--- config.mk ---
export PLATFORM = sky130hd
export DESIGN_NAME = timed_io_port
export DESIGN_NICKNAME = d
export VERILOG_FILES = /design/src/design/gpio_pkg.sv /design/src/design/timed_io_port.sv /design/src/design/clock_blocks.sv /design/src/design/port_timer.sv
export VERILOG_INCLUDE_DIRS = /design/src /design/src/design
export SDC_FILE = /design/constraint.sdc
export NUM_CORES = 2
export LEC_CHECK = 0
export BUFFER_PORTS_ARGS = -buffer_cell sky130_fd_sc_hd__buf_2
export CELL_PAD_IN_SITES_DETAIL_PLACEMENT = 0
export CELL_PAD_IN_SITES_GLOBAL_PLACEMENT = 2
export CORE_MARGIN = 2
export CORE_UTILIZATION = 42
export CTS_CLUSTER_DIAMETER = 100
export CTS_CLUSTER_SIZE = 10
export DETAILED_ROUTE_END_ITERATION = 16
export GPL_ROUTABILITY_DRIVEN = 0
export PLACE_DENSITY = 0.81
export RECOVER_POWER = 25
export SYNTH_ARGS = -nofsm -noshare
export SYNTH_HDL_FRONTEND = slang
export SYNTH_SLANG_ARGS = --single-unit
export TNS_END_PERCENT = 10
--- constraint.sdc ---
create_clock -name hclk -period 4 [get_ports hclk]
set_clock_uncertainty 0.1 [all_clocks]
set_input_delay 0.2 -clock hclk [delete_from_list [all_inputs] [get_ports hclk]]
set_output_delay 0.2 -clock hclk [all_outputs]
set_load 0.05 [all_outputs]
--- src/design/gpio_map.svh ---
// Purpose: Register offsets, field positions and reset values of the timed I/O port block.
// Assumes: Word-aligned AHB-Lite accesses; the address is decoded from bits 11:2.
// Notes: Definitions only.
`ifndef GPIO_MAP_SVH
`define GPIO_MAP_SVH

// ****************************************
// Address regions, selected by haddr[11:8]
// ****************************************
`define REGION_PORT 4'h0
`define REGION_CB 4'h2
`define REGION_GLOBAL 4'h3

// ****************************************
// Per-port register index, haddr[4:2]
// ****************************************
`define REG_CTRL 3'h0
`define REG_COND 3'h1
`define REG_TIME 3'h2
`define REG_DATA 3'h3
`define REG_COUNT 3'h4
`define REG_STAMP 3'h5
`define REG_STATUS 3'h6

// ****************************************
// Port control fields
// ****************************************
`define CTRL_W 12
`define CTRL_EN 0
`define CTRL_OUT 1
`define CTRL_OD 2
`define CTRL_CLK_LO 3
`define CTRL_COND_LO 6
`define CTRL_TIMED 8
`define CTRL_SIN 9
`define CTRL_SOUT 10
`define CTRL_PULL 11
`define CTRL_RESET 12'h000

// ****************************************
// Clock block and global fields
// ****************************************
`define CB_CFG_RESET 9'h000
`define GLB_LINK_BIT 0
`define LINK_PIN_LO 12
`define LINK_PIN_HI 15
`define REF_CLK_MHZ 100

`endif

--- src/design/gpio_pkg.sv ---
// Purpose: Types shared by the timed I/O port block.
// Assumes: Nothing beyond SystemVerilog packed types.
// Notes: Numbers live in gpio_map.svh.
package gpio_pkg;

  // Sampling condition of an input port.
  typedef enum logic [1:0] {COND_NONE, COND_EQ, COND_NE, COND_RSVD} cond_mode_t;

  // Configuration of one clock block.
  typedef struct packed {
    logic src_pin;
    logic [7:0] div;
  } cb_cfg_t;

endpackage

--- src/design/timed_io_port.sv ---
// Purpose: Timed I/O ports of 1, 4, 8, 16 and 32 bits sharing one pin group, with an AHB-Lite register slave.
// Assumes: Pins and strobes are synchronous to hclk; single word transfers only.
// Notes: Zero wait states; hrdata is registered at the address phase.
//        Pin outputs, strobes, events and bus answers all leave from flip-flops.
//
// Behaviour
// - Ports of 1, 4, 8, 16 and 32 bits map to fixed pin groups.
// - All pins of one port share one direction.
// - Ports drive pins high or low, or sample them, optionally on a condition.
// - Every port access by the processor completes in one cycle.
// - Open-collector mode drives zero low and leaves one undriven.
// - Data passes through a serdes stage and a transfer register.
// - A 16-bit counter per port times moves to or from the transfer register.
// - The counter reads at any time; a transfer may wait for a counter value.
// - Each transfer stores the counter value as a readable timestamp.
// - An enabled link disables every port mapped onto its pins.
// - An enabled narrower port overrules wider ports on shared pins.
// - Unshared pins of the wider port stay usable by it.
// - A port always transfers its full nominal width.
// - Six clock blocks exist; block 0 is the reference clock.
// - Blocks other than block 0 run at their own programmed rate.
// - A clock block may take a 1-bit port pin as source and divide it.
// - Ports accept an incoming ready strobe and may emit an outgoing one.
// - After reset every port uses clock block 0.
// - Pin events go to the processor as event pulses, not interrupts.
// - Pin pulls are on from reset; a link turns them off, and a port that uses the pin sets them from its pull bit.
//
// Implementation choices: the placing of the registers and register access over AHB-Lite.
`timescale 1ns/1ps
`include "gpio_map.svh"
module timed_io_port
  import gpio_pkg::*;
#(
  parameter int NPINS = 16,
  parameter int NCB = 6,
  parameter int CNT_W = 16
) (
  input wire logic hclk,
  input wire logic hresetn,
  input wire logic hsel,
  input wire logic [31:0] haddr,
  input wire logic [1:0] htrans,
  input wire logic hwrite,
  input wire logic [2:0] hsize,
  input wire logic [31:0] hwdata,
  input wire logic hready,
  output logic [31:0] hrdata,
  output logic hreadyout,
  output logic hresp,
  input wire logic [NPINS-1:0] pin_i,
  output logic [NPINS-1:0] pin_o,
  output logic [NPINS-1:0] pin_oe,
  output logic [NPINS-1:0] pull_en,
  input wire logic [4:0] strobe_in,
  output logic [4:0] strobe_out,
  output logic [4:0] port_event
);

  // Number of ports, of widths 1, 4, 8, 16 and 32.
  localparam int NP = 5;

  // ****************************************
  // Helper functions
  // ****************************************

  // Nominal width of port i: 1, 4, 8, 16, 32.
  function automatic int port_width(input int i);
    int w;
    w = (i == 0) ? 1 : (4 << (i - 1));
    return w;
  endfunction

  // Narrowest enabled port covering pin p, or NP when none does.
  function automatic logic [2:0] pick_owner(input int p, input logic [NP-1:0] act);
    logic [2:0] o;
    o = 3'(NP);
    for (int i = NP - 1; i >= 0; i--) begin
      if (act[i] && p < port_width(i)) begin
        o = 3'(i);
      end
    end
    return o;
  endfunction

  // ****************************************
  // Bus decode
  // ****************************************
  // Data-phase state, register contents and the flip-flops behind every output.
  logic wr_q;
  logic ready_q, resp_q;
  logic [11:0] waddr_q;
  logic [31:0] hrdata_q;
  logic link_en_q;
  cb_cfg_t cb_cfg_q [NCB];
  logic [NPINS-1:0] pin_o_q, pin_oe_q, pull_q;
  logic [NP-1:0] strobe_q, event_q;

  // Address-phase qualifiers and fields of the current address.
  wire a_valid = hsel && htrans[1] && hready;
  wire a_read = a_valid && !hwrite;
  wire [3:0] a_region = haddr[11:8];
  wire [2:0] a_port = haddr[7:5];
  wire [2:0] a_reg = haddr[4:2];
  // The same fields, taken from the address held for the data phase.
  wire [3:0] d_region = waddr_q[11:8];
  wire [2:0] d_port = waddr_q[7:5];
  wire [2:0] d_reg = waddr_q[4:2];
  wire d_port_wr = wr_q && (d_region == `REGION_PORT);
  wire d_cb_wr = wr_q && (d_region == `REGION_CB) && (waddr_q[7:5] == 3'h0);
  wire d_glb_wr = wr_q && (d_region == `REGION_GLOBAL) && (waddr_q[7:2] == 6'h00);

  // Per-port views gathered for the bus and the pin mux.
  logic [31:0] rd_port [NP];
  logic [31:0] ser_w [NP];
  logic [NP-1:0] act_w, out_w, od_w, pull_w, stb_d, evt_d;
  logic [NCB-1:0] cb_tick;

  // ****************************************
  // Read data selection
  // ****************************************
  // Read data is picked at the address phase from a clock block, a port or the global register.
  wire cb_hit = (a_region == `REGION_CB) && (haddr[7:5] == 3'h0) && (32'(haddr[4:2]) < NCB);
  wire [31:0] cb_rd = cb_hit ? 32'(cb_cfg_q[haddr[4:2]]) : 32'h0000_0000;
  wire port_hit = (a_region == `REGION_PORT) && (32'(a_port) < NP);
  wire glb_hit = (a_region == `REGION_GLOBAL) && (haddr[7:2] == 6'h00);
  wire [31:0] rd_d = port_hit ? rd_port[a_port] :
                     glb_hit ? {31'h0000_0000, link_en_q} : cb_rd; // Unmapped reads return zero.

  // Captures the address phase and registers read data for the data phase.
  always_ff @(posedge hclk or negedge hresetn) begin
    if (!hresetn) begin
      wr_q <= 1'b0;
      waddr_q <= 12'h000;
      hrdata_q <= 32'h0000_0000;
    end else begin
      wr_q <= a_valid && hwrite;
      waddr_q <= haddr[11:0];
      hrdata_q <= a_read ? rd_d : hrdata_q;
    end
  end

  // The slave never stretches a transfer and always answers OKAY; both come from flip-flops.
  always_ff @(posedge hclk or negedge hresetn) begin
    if (!hresetn) begin
      ready_q <= 1'b1;
      resp_q <= 1'b0;
    end else begin
      ready_q <= 1'b1; // Zero wait states, so every access is one cycle.
      resp_q <= 1'b0;
    end
  end

  // ****************************************
  // Bus outputs
  // ****************************************

  // Bus outputs leave straight from their flip-flops.
  assign hrdata = hrdata_q;
  assign hreadyout = ready_q;
  assign hresp = resp_q;

  // ****************************************
  // Global and clock block registers
  // ****************************************

  // Link enable and clock block configuration; block 0 cannot be reprogrammed.
  always_ff @(posedge hclk or negedge hresetn) begin
    if (!hresetn) begin
      link_en_q <= 1'b0;
      for (int k = 0; k < NCB; k++) begin
        cb_cfg_q[k] <= `CB_CFG_RESET;
      end
    end else begin
      if (d_glb_wr) begin
        link_en_q <= hwdata[`GLB_LINK_BIT];
      end
      if (d_cb_wr && d_reg != 3'h0 && 32'(d_reg) < NCB) begin
        cb_cfg_q[d_reg] <= hwdata[8:0];
      end
    end
  end

  // Six clock blocks; block 0 ticks on every edge, the others are programmable.
  clock_blocks #(
    .NCB(NCB)
  ) u_cb (
    .hclk(hclk),
    .hresetn(hresetn),
    .ext_clk(pin_i[0]),
    .cfg(cb_cfg_q),
    .tick(cb_tick)
  );

  // ****************************************
  // Ports
  // ****************************************
  for (genvar i = 0; i < NP; i++) begin : g_port
    // Width, pin mask and link overlap of this port.
    localparam int W = port_width(i);
    localparam logic [31:0] MASK = 32'((64'd1 << W) - 64'd1);
    localparam bit ON_LINK = (W > `LINK_PIN_LO);

    // Registers of this port and the outputs of its counter.
    logic [`CTRL_W-1:0] ctrl_q;
    logic [31:0] cond_q, xfer_q, ser_q;
    logic [CNT_W-1:0] time_q, stamp_q, count;
    logic full_q, due_ok, cond_ok;

    // Bus strobes, enable and pacing of this port; a link on the upper pins
    // disables the whole port, not only the pins that it shares.
    wire sel_wr = d_port_wr && (d_port == 3'(i));
    wire wr_data = sel_wr && (d_reg == `REG_DATA) && ctrl_q[`CTRL_OUT];
    wire take = a_read && port_hit && (a_port == 3'(i)) && (a_reg == `REG_DATA);
    wire act = ctrl_q[`CTRL_EN] && !(link_en_q && ON_LINK);
    wire is_out = ctrl_q[`CTRL_OUT]; // One direction for the whole port.
    wire [2:0] clk_sel = ctrl_q[`CTRL_CLK_LO +: 3];
    wire tick = (32'(clk_sel) < NCB) ? cb_tick[clk_sel] : cb_tick[0];
    wire [31:0] pins = 32'(pin_i) & MASK; // Bits without pins read as zero.
    // Sampling condition decoded from the control register.
    cond_mode_t mode;
    assign mode = cond_mode_t'(ctrl_q[`CTRL_COND_LO +: 2]);

    // Input sampling may be held off until the pins meet a condition.
    always_comb begin
      unique case (mode)
        COND_NONE: cond_ok = 1'b1;
        COND_EQ: cond_ok = (pins == (cond_q & MASK));
        COND_NE: cond_ok = (pins != (cond_q & MASK));
        default: cond_ok = 1'b0;
      endcase
    end

    // A capture needs a tick, the due time, the condition and the strobe; a move needs data.
    wire strobe_ok = !ctrl_q[`CTRL_SIN] || strobe_in[i];
    wire cap = act && !is_out && tick && due_ok && cond_ok && strobe_ok;
    wire mov = act && is_out && full_q && tick && due_ok;

    // Counter and due compare of this port, paced by its clock block.
    port_timer #(
      .CNT_W(CNT_W)
    ) u_timer (
      .hclk(hclk),
      .hresetn(hresetn),
      .tick(tick),
      .timed(ctrl_q[`CTRL_TIMED]),
      .due(time_q),
      .count(count),
      .due_ok(due_ok)
    );

    // Software-visible configuration of the port.
    always_ff @(posedge hclk or negedge hresetn) begin
      if (!hresetn) begin
        ctrl_q <= `CTRL_RESET; // Clock select resets to block 0.
        cond_q <= 32'h0000_0000;
        time_q <= '0;
      end else if (sel_wr) begin
        ctrl_q <= (d_reg == `REG_CTRL) ? hwdata[`CTRL_W-1:0] : ctrl_q;
        cond_q <= (d_reg == `REG_COND) ? hwdata : cond_q;
        time_q <= (d_reg == `REG_TIME) ? hwdata[CNT_W-1:0] : time_q;
      end
    end

    // Transfer register and serdes stage; a new capture or write wins over a read clear.
    // An output port moves its data into the serdes stage, whose bits then reach the pins.
    always_ff @(posedge hclk or negedge hresetn) begin
      if (!hresetn) begin
        xfer_q <= 32'h0000_0000;
        ser_q <= 32'h0000_0000;
        full_q <= 1'b0;
        stamp_q <= '0;
      end else begin
        xfer_q <= wr_data ? (hwdata & MASK) : cap ? pins : xfer_q;
        ser_q <= (cap || mov) ? (cap ? pins : xfer_q) : ser_q;
        full_q <= cap || wr_data || (full_q && !take && !mov);
        stamp_q <= (cap || mov) ? count : stamp_q;
      end
    end

    // Read view of the addressed register of this port.
    assign rd_port[i] = (a_reg == `REG_CTRL) ? 32'(ctrl_q) :
                        (a_reg == `REG_COND) ? cond_q :
                        (a_reg == `REG_TIME) ? 32'(time_q) :
                        (a_reg == `REG_DATA) ? xfer_q :
                        (a_reg == `REG_COUNT) ? 32'(count) :
                        (a_reg == `REG_STAMP) ? 32'(stamp_q) :
                        (a_reg == `REG_STATUS) ? {31'h0000_0000, full_q} : 32'h0000_0000;

    // Views gathered for the pin multiplexer and the output registers.
    assign ser_w[i] = ser_q;
    assign act_w[i] = act;
    assign out_w[i] = is_out;
    assign od_w[i] = ctrl_q[`CTRL_OD];
    assign pull_w[i] = ctrl_q[`CTRL_PULL];
    assign stb_d[i] = mov && ctrl_q[`CTRL_SOUT];
    assign evt_d[i] = cap;
  end

  // ****************************************
  // Pin multiplexing
  // ****************************************
  // Next values of the registered pin outputs.
  logic [NPINS-1:0] pin_o_d, pin_oe_d, pull_d;

  for (genvar p = 0; p < NPINS; p++) begin : g_pin
    // The narrowest enabled port that covers the pin owns it, so a wide port keeps
    // the pins that no narrower port claims.
    wire [2:0] own = pick_owner(p, act_w);
    wire owned = (32'(own) < NP);
    wire link_pin = link_en_q && (p >= `LINK_PIN_LO) && (p <= `LINK_PIN_HI);
    wire drive = owned && out_w[own];
    wire bit_v = owned && ser_w[own][p];
    wire od = owned && od_w[own];
    // Open-collector pins drive only a zero and float for a one.
    assign pin_o_d[p] = drive && !od && bit_v;
    assign pin_oe_d[p] = drive && (od ? !bit_v : 1'b1);
    assign pull_d[p] = link_pin ? 1'b0 : owned ? pull_w[own] : pull_q[p];
  end

  // ****************************************
  // Output registers
  // ****************************************

  // Every pin and strobe output leaves from a flip-flop; pulls are on from reset.
  always_ff @(posedge hclk or negedge hresetn) begin
    if (!hresetn) begin
      pin_o_q <= '0;
      pin_oe_q <= '0;
      pull_q <= '1;
      strobe_q <= '0;
      event_q <= '0;
    end else begin
      pin_o_q <= pin_o_d;
      pin_oe_q <= pin_oe_d;
      pull_q <= pull_d;
      strobe_q <= stb_d;
      event_q <= evt_d;
    end
  end

  // Pin, strobe and event outputs come straight from their flip-flops.
  assign pin_o = pin_o_q;
  assign pin_oe = pin_oe_q;
  assign pull_en = pull_q;
  assign strobe_out = strobe_q;
  assign port_event = event_q;

endmodule // timed_io_port

--- src/design/clock_blocks.sv ---
// Purpose: Six clock blocks that pace the ports with one tick per paced edge.
// Assumes: The external clock pin is synchronous to hclk.
// Notes: Block 0 is the reference and ticks on every hclk edge.
`timescale 1ns/1ps
module clock_blocks
  import gpio_pkg::*;
#(
  parameter int NCB = 6
) (
  input wire logic hclk,
  input wire logic hresetn,
  input wire logic ext_clk,
  input cb_cfg_t cfg [NCB],
  output logic [NCB-1:0] tick
);

  logic ext_q;

  // Remembers the previous level of the 1-bit source pin for edge detection.
  always_ff @(posedge hclk or negedge hresetn) begin
    if (!hresetn) begin
      ext_q <= 1'b0;
    end else begin
      ext_q <= ext_clk;
    end
  end

  wire ext_rise = ext_clk & ~ext_q;

  // The reference block is never divided.
  assign tick[0] = 1'b1;

  for (genvar k = 1; k < NCB; k++) begin : g_cb
    logic [7:0] div_q;
    wire src = cfg[k].src_pin ? ext_rise : 1'b1;
    wire hit = src && (div_q == cfg[k].div);

    // Counts source edges and restarts after each emitted tick.
    always_ff @(posedge hclk or negedge hresetn) begin
      if (!hresetn) begin
        div_q <= 8'h00;
      end else if (src) begin
        div_q <= hit ? 8'h00 : div_q + 8'h01;
      end
    end

    assign tick[k] = hit;
  end

endmodule // clock_blocks

--- src/design/port_timer.sv ---
// Purpose: Free-running port counter with a compare for timed transfers.
// Assumes: tick is a one-cycle pulse from the selected clock block.
// Notes: The counter wraps from its maximum to zero.
`timescale 1ns/1ps
module port_timer #(
  parameter int CNT_W = 16
) (
  input wire logic hclk,
  input wire logic hresetn,
  input wire logic tick,
  input wire logic timed,
  input wire logic [CNT_W-1:0] due,
  output logic [CNT_W-1:0] count,
  output logic due_ok
);

  // Advances once per paced edge, wrapping naturally.
  always_ff @(posedge hclk or negedge hresetn) begin
    if (!hresetn) begin
      count <= '0;
    end else if (tick) begin
      count <= count + CNT_W'(1);
    end
  end

  // A timed transfer waits until the counter equals the due value.
  assign due_ok = !timed || (count == due);

endmodule // port_timer

After elaboration in Yosys (flattened, before gate mapping):

Index checks and enable logic that the tools add are counted.

* register bits after elaboration: 973
* latch bits: 0
* bits in writable memories: 0
* bits in read-only memories: 0
* input bits: 95
* output and inout bits: 92
* word-level logic and storage cells: 587
* memories kept: 0

* add/sub/neg operators: 10
* multiply operators: 0
* divide/modulo/power cells: 0
* $lt $le $gt $ge: 29
* equal/unequal tests: 51
* shift operators: 0
* mux-type cells: 146
* bitwise logic cells: 9
* reductions and logical operators: 271

Operator list (count)
* two-way mux 32 bit: 33
* binary-select mux 32 bit (select 3 bit): 5
* two-way mux 16 bit: 12
* logical AND 1 bit: 169
* == test 16 bit: 6
* adder 16 x 1 -> 16 bit, second input constant: 5
* two-way mux 8 bit: 7
* bitwise mux 54 bit: 1
* two-way mux 1 bit: 53
* binary-select mux 1 bit (select 3 bit): 17
* == test 8 bit: 6
* logical NOT 1 bit: 47
* two-way mux 9 bit: 5
* adder 8 x 1 -> 8 bit, second input constant: 5
* less-than comparator 3 bit, second input constant: 12
* less-than comparator 3 x 4 -> 1 bit, second input constant: 9
* == test 16 x 32 -> 1 bit: 1
* inequality test 16 x 32 -> 1 bit: 1
* AND reduction 2 bit: 15
* greater-or-equal comparator 4 bit, second input constant: 7
* NOT 3 -> 4 bit: 7
* binary-select mux 9 bit (select 3 bit): 1
* demux 9 bit (select 3 bit): 1
* logical OR 1 bit: 25
* 24 further kinds: 66

Logic depth before layout (Yosys ltp):

* depth in word-level cells: 15
* mapped depth: 13
* mapped depth without buffers: 8

Hierarchy:

A second synthesis with hierarchy kept.

* cells, all modules: 3586
* area, all modules: 38822.2 µm²

By module, submodules not included
* timed_io_port: instances 1, cells each 2903, area each 31736.7 µm², sequential area each 16797.4 µm²
* port_timer: instances 5, cells each 75, area each 869.6 µm², sequential area each 400.4 µm²
* clock_blocks: instances 1, cells each 308, area each 2737.6 µm², sequential area each 1026.0 µm²

Worst setup path after synthesis:

No wires, ideal clock.

* path type: flip-flop to flip-flop
* from: register u_cb.g_cb[1].div_q[0]
* to: register g_port[0].stamp_q[10]
* library setup time: 0.125 ns
* arrival time: 2.607 ns
* required time: 3.775 ns
* setup slack: 1.168 ns
* stages on the path, launching flop included: 12
* path buffers: 4
* clock period less this slack: 2.832 ns
* path through: dfrtp_1 xor2_1 a2111oi_2 and3_1 buf_4 o32ai_1 or3_1 buf_4 nand2b_2 buf_6 buf_6 mux2_2

* longest elaborated chain between the ends: 10
* elaborated cells between the ends (all ways): 12
* classes of those cells: eq/ne (1); mux (3); reduce/logical (8)

RTL lines
* from (decl): line clock_blocks.sv:34 `logic [7:0] div_q;`
* from (signal assigned): line clock_blocks.sv:43 `div_q <= hit ? 8'h00 : div_q + 8'h01;`
* == test 8 bit *: line clock_blocks.sv:36 `wire hit = src && (div_q == cfg[k].div);`
* logical AND 1 bit *: line clock_blocks.sv:36
* binary-select mux 1 bit (select 3 bit) *: line timed_io_port.sv:217 `wire tick = (32'(clk_sel) < NCB) ? cb_tick[clk_sel] : cb_tick[0];`
* two-way mux 1 bit (not written as such) *: line timed_io_port.sv:217
* two-way mux 1 bit *: line timed_io_port.sv:217
* logical AND 1 bit (4 in a row): line timed_io_port.sv:235 `wire cap = act && !is_out && tick && due_ok && cond_ok && strobe_ok;`
* logical OR 1 bit *: line timed_io_port.sv:276 `stamp_q <= (cap || mov) ? count : stamp_q;`
* to (signal assigned): line timed_io_port.sv:276
* to (decl): line timed_io_port.sv:206 `logic [CNT_W-1:0] time_q, stamp_q, count;`

Mark *: on every way between the ends. The rest lies on a longest branch, timed or not. The select of a mux whose other input is x is not followed.
A chain may end at the register's enable or synchronous reset.

Worst setup path in the final report:

* from: input pin_i[0]
* to: register g_port[4].stamp_q[13]

* longest elaborated chain between the ends: 11
* elaborated cells between the ends (all ways): 24
* classes of those cells: eq/ne (2); mux (9); bitwise (1); reduce/logical (12)

RTL lines
* from (decl): line timed_io_port.sv:50 `input wire logic [NPINS-1:0] pin_i,`
* AND 1 bit: line clock_blocks.sv:28 `wire ext_rise = ext_clk & ~ext_q;`
* two-way mux 1 bit: line clock_blocks.sv:35 `wire src = cfg[k].src_pin ? ext_rise : 1'b1;`
* logical AND 1 bit: line clock_blocks.sv:36
* binary-select mux 1 bit (select 3 bit): line timed_io_port.sv:217
* two-way mux 1 bit (not written as such): line timed_io_port.sv:217
* two-way mux 1 bit: line timed_io_port.sv:217
* logical AND 1 bit (4 in a row): line timed_io_port.sv:235
* logical OR 1 bit *: line timed_io_port.sv:276
* to (signal assigned): line timed_io_port.sv:276
* to (decl): line timed_io_port.sv:206

Marked as above.

==> metrics.yaml <==
power_and_ir_drop:
  vdd.ir_drop.worst_mv: 0.3188
  comb_power_share_pct: 18.4
  p_leak_nw: 19.60
  power_frac_seq_pct: 47.3
  cellPowerDensity_nw_per_um2: 480.4
  cell_internal_pwr_mw: 14.64
  pwr-share-clk_pct: 34.3
  power.net_switching_mw: 6.737
  sw_ratio_pct: 31.52
status:
  status: "complete, but fails checks"
  failing_checks: "max-capacitance violations, max-slew violations"
logic_synthesis:
  yosys.cell_types.count: 86
  postSynth.topFlopCell: "dfrtp_1"
  ys_top_cells_by_area: "dfrtp_1 (50%), mux2_2 (13%), mux2i_1 (3.8%), xor2_1 (3.4%), xnor2_1 (2.5%)"
  yosys.area.top_type_share_pct: 50.07
  synth_fp_nets: 3578
  syn_inst_count: 3473
  synth_edf_count: 0
  yosysWarningCount: 0
  asyncSetResetFlopFracSynth_pct: 100.0
  ys_seq_area_share_pct: 50.40
  synth_seq_cells: 792
  syn_avg_cell_area_sq_um: 11.33
  synth_top_cell_by_area: "dfrtp_1"
  mappedNetlistArea_sq_um: 39330
final_layout:
  multi_input_area_sq_um: 18210
  layoutNonFillerInstCount: 4891
  nFillCells: 8588
  finalNetCount: 3726
  area_growth_syn_to_layout_pct: 13.13
  layout_commonest_cell: "dfrtp_1"
  layout-drive-gt1-share_pct: 24.46
  register_area_sq_um: 19830
  layout_common_cells: "dfrtp_1 (787), mux2_2 (444), nand2_1 (220), nor2_1 (184), xor2_1 (154)"
clock_tree:
  holdBufCountCts: 47
  clk-insertion-delay-late_ps: 660
  clock_sink_count: 792
  clock_tree.root_cell: "clkbuf_16"
  post_cts.repair.setup_buffers: 0
  resized_cells_post_cts: 0
  clock_slew_seen_by_the_registers_of_the_worst_setup_and_hold_paths_ps: 60
  largest_buffer_count_on_any_clock_path: 3
  cts-buffers-inserted: 89
  cts-htree-levels: 3
  clock_tree_from_tritoncts: "built"
worst_setup_path:
  worst-r2r-cell-count: 9
  critPathLaunchType: "input pin"
  critical-path-top-cell-by-count: "buf_4"
  required_ps: 4440
  critical_path.startpoint: "pin_i[0]"
  worst-path-buf-inv: 5
  setup.worst_path.end_class: "flip-flop"
  worst_path_largest_cell_delay_ps: 970
  r2r-end: "g_port[4].stamp_q[13]"
  cpLargestDelayFamily: "buffers and inverters"
  timing.critical_path.fanout_max: 33
  timing_worst_setup_path_type: "input pin to flip-flop"
  critPathArrivalTime_ps: 4120
  cpMaxStageDelayCell: "clkbuf_1"
  startpoint_of_the_worst_slack_reg_to_reg_timing_path: "g_port[4].cond_q[24]"
  rrSetupSlack_ps: 460
  timing.critical_path.cells: "dlygate4sd3_1 > buf_2 > clkbuf_1 > xnor2_1 > nand4_1 > nor2_1 > and3_1 > or4_1 > buf_4 > o21ai_2 > buf_4 > mux2_2"
route:
  initial_drc_count: 2810
  firstDrtPassIters: 6
  detail_route.vias_per_cell: 5.922
  detail_route.wl_per_cell_um: 27.29
  number_of_vias_after_detailed_routing: 28966
  drt.antenna.violating_nets: 0
  remaining_drc_errors: 0
  wirelength_um: 133500
global_routing:
  grt_max_degree: 93
  met2_usage_pct: 42.95
  grt_first_pass_wirelength_um: 198100
  overflow: 0
  vias_in_the_first_global_route: 28586
  grtUsageTotal_pct: 27.85
  antenna_found_initial: 5
  met1_usage_pct: 40.60
  gr-max-usage-layer: "met2"
  global_route.usage.met3_pct: 3.794
placement:
  dp_slack_ps: 480.1
  io_buffer_count: 158
  numPlacedInstances: 4737
  place.detailed.hpwl_um: 92730
sta:
  worstMarginPinSlew_ps: 3059
  post-route-min-period_ps: 3674
  ratio_of_final_minimum_period_to_clock_period_pct: 91.85
  slew_viol_final: 115
  maxSlewHeadroom_pct: -103.9
  timing.fmax_mhz: 272.2
  setup_violations: 0
  fin_setup_tns_ps: 0
  rsz0062_at_grt: "no"
  setup_slack_ps: 326.2
  count_of_endpoints_failing_hold_in_the_final_timing_report: 0
job:
  drv_cap: 2
hold_path:
  hold_path.class: "input pin to flip-flop"
  worst_hold_end: "hrdata[7]"
  holdPathStages: 6
  hold_path.startpoint: "htrans[1]"
die:
  chipHeight_um: 310.0
  fp.dieW_um: 310.0
  row_count: 112
  boundaryPins: 187
  design.die.area_sq_um: 96120
  core_area_sq_um: 93050
  floorplan.initialDensity_pct: 42.27
-- cells by family (layout without fill, tap and decap cells) --
family,count (synthesis),in the layout,synth area share [%]
and+or+nand+nor,848,848,10.71
other,2,4,0.01909
xor gates and xnor gates,265,265,5.901
adders and majority gates,10,10,0.3181
AOI/OAI and AO/OA,609,609,10.90
buffers and inverters,322,484,3.470
DFF,792,792,50.40
muxes,625,625,18.28
-- tightest hold or removal path: stages --
cell,delay [ps]
buf_2,90
nand3_1,100
nor2_1,50
buf_4,180
nor2_1,90
a31oi_1,40
-- layer usage --
layer	routed length (um)	up-vias	part of all wire, %
li1	-	12835	-
met1	60750	14976	46
met2	60840	951	46
met3	7858	198	5.9
met4	3999	6	3.0
met5	44	-	0.033
-- cell type report --
cell class / count / share of cell area (%)
Clock inverter: 8 / 0.3149
Clock buffer: 97 / 5.072
Timing Repair Buffer: 331 / 5.196
Multi-Input combinational cell: 2359 / 40.92
Inverter: 48 / 0.4049
Sequential cell: 792 / 44.55
Tap cell: 1254 / 3.526
Antenna cell: 2 / 0.01125
-- cell usage after synthesis (all sizes together) (10+ instances only) --
master / count
nor3: 63
mux2: 446
and3: 40
and2: 71
a22o: 19
mux2i: 149
inv: 46
o21ai: 131
or3: 26
nand2b: 17
nor2b: 20
mux4: 30
o221ai: 55
xor2: 154
a22oi: 42
a211oi: 33
a31oi: 22
nand3: 62
a21oi: 112
buf: 96
dfrtp: 787
nand2: 222
ha: 10
o22ai: 36
nor4: 27
nand4: 79
nor2: 185
clkbuf: 178
xnor2: 111
o22a: 51
o211ai: 19
a221o: 20
-- power groups by stage --
stage               Combinational, mW  Clock [mW]  Sequential, mW
floorplan                        2.58           0            9.96
global placement                 3.84           0            10.2
detailed placement               3.89           0            10.2
CTS                              3.94        7.46            10.1
global route                     4.29        7.78            10.3
finish                           3.94        7.33            10.1
-- sequential cells by signal (all words and copies together) (netlist names), 10 cells and up --
register / cells
g_port.stamp_q: 80
u_cb.g_cb.div_q: 40
g_port.cond_q: 160
g_port.time_q: 80
g_port.u_timer.count: 80
g_port.xfer_q: 96
g_port.ser_q: 45
hrdata: 32
waddr_q: 10
pin_o: 16
cb_cfg_q: 54
pin_oe: 16
g_port.ctrl_q: 60
-- worst max-delay path by stage --
stage                                       end  depth (start not counted)  slack, ps
floorplan                 g_port[0].stamp_q[10]                         11       1170
global placement           g_port[4].stamp_q[4]                          9        480
detailed placement         g_port[2].stamp_q[6]                          8        480
CTS                        g_port[2].stamp_q[6]                          8        480
global route        g_port[4].u_timer.count[13]                          3        150
finish                    g_port[4].stamp_q[13]                         12        330
-- stage by stage --
stage	utilization (%)	cell area, sq um	power [mW]	hold slack, ps
after floorplan	-	39330	12.54	-195.6
after global placement	44.81	41700	14.05	239.3
after detailed placement	44.81	41700	14.12	241.9
after CTS	47.89	44560	21.50	10.76
after global routing	47.82	44500	22.33	21.24
final	47.82	44500	21.38	40.24
No activity file was read; power rests on OpenSTA's default activity.
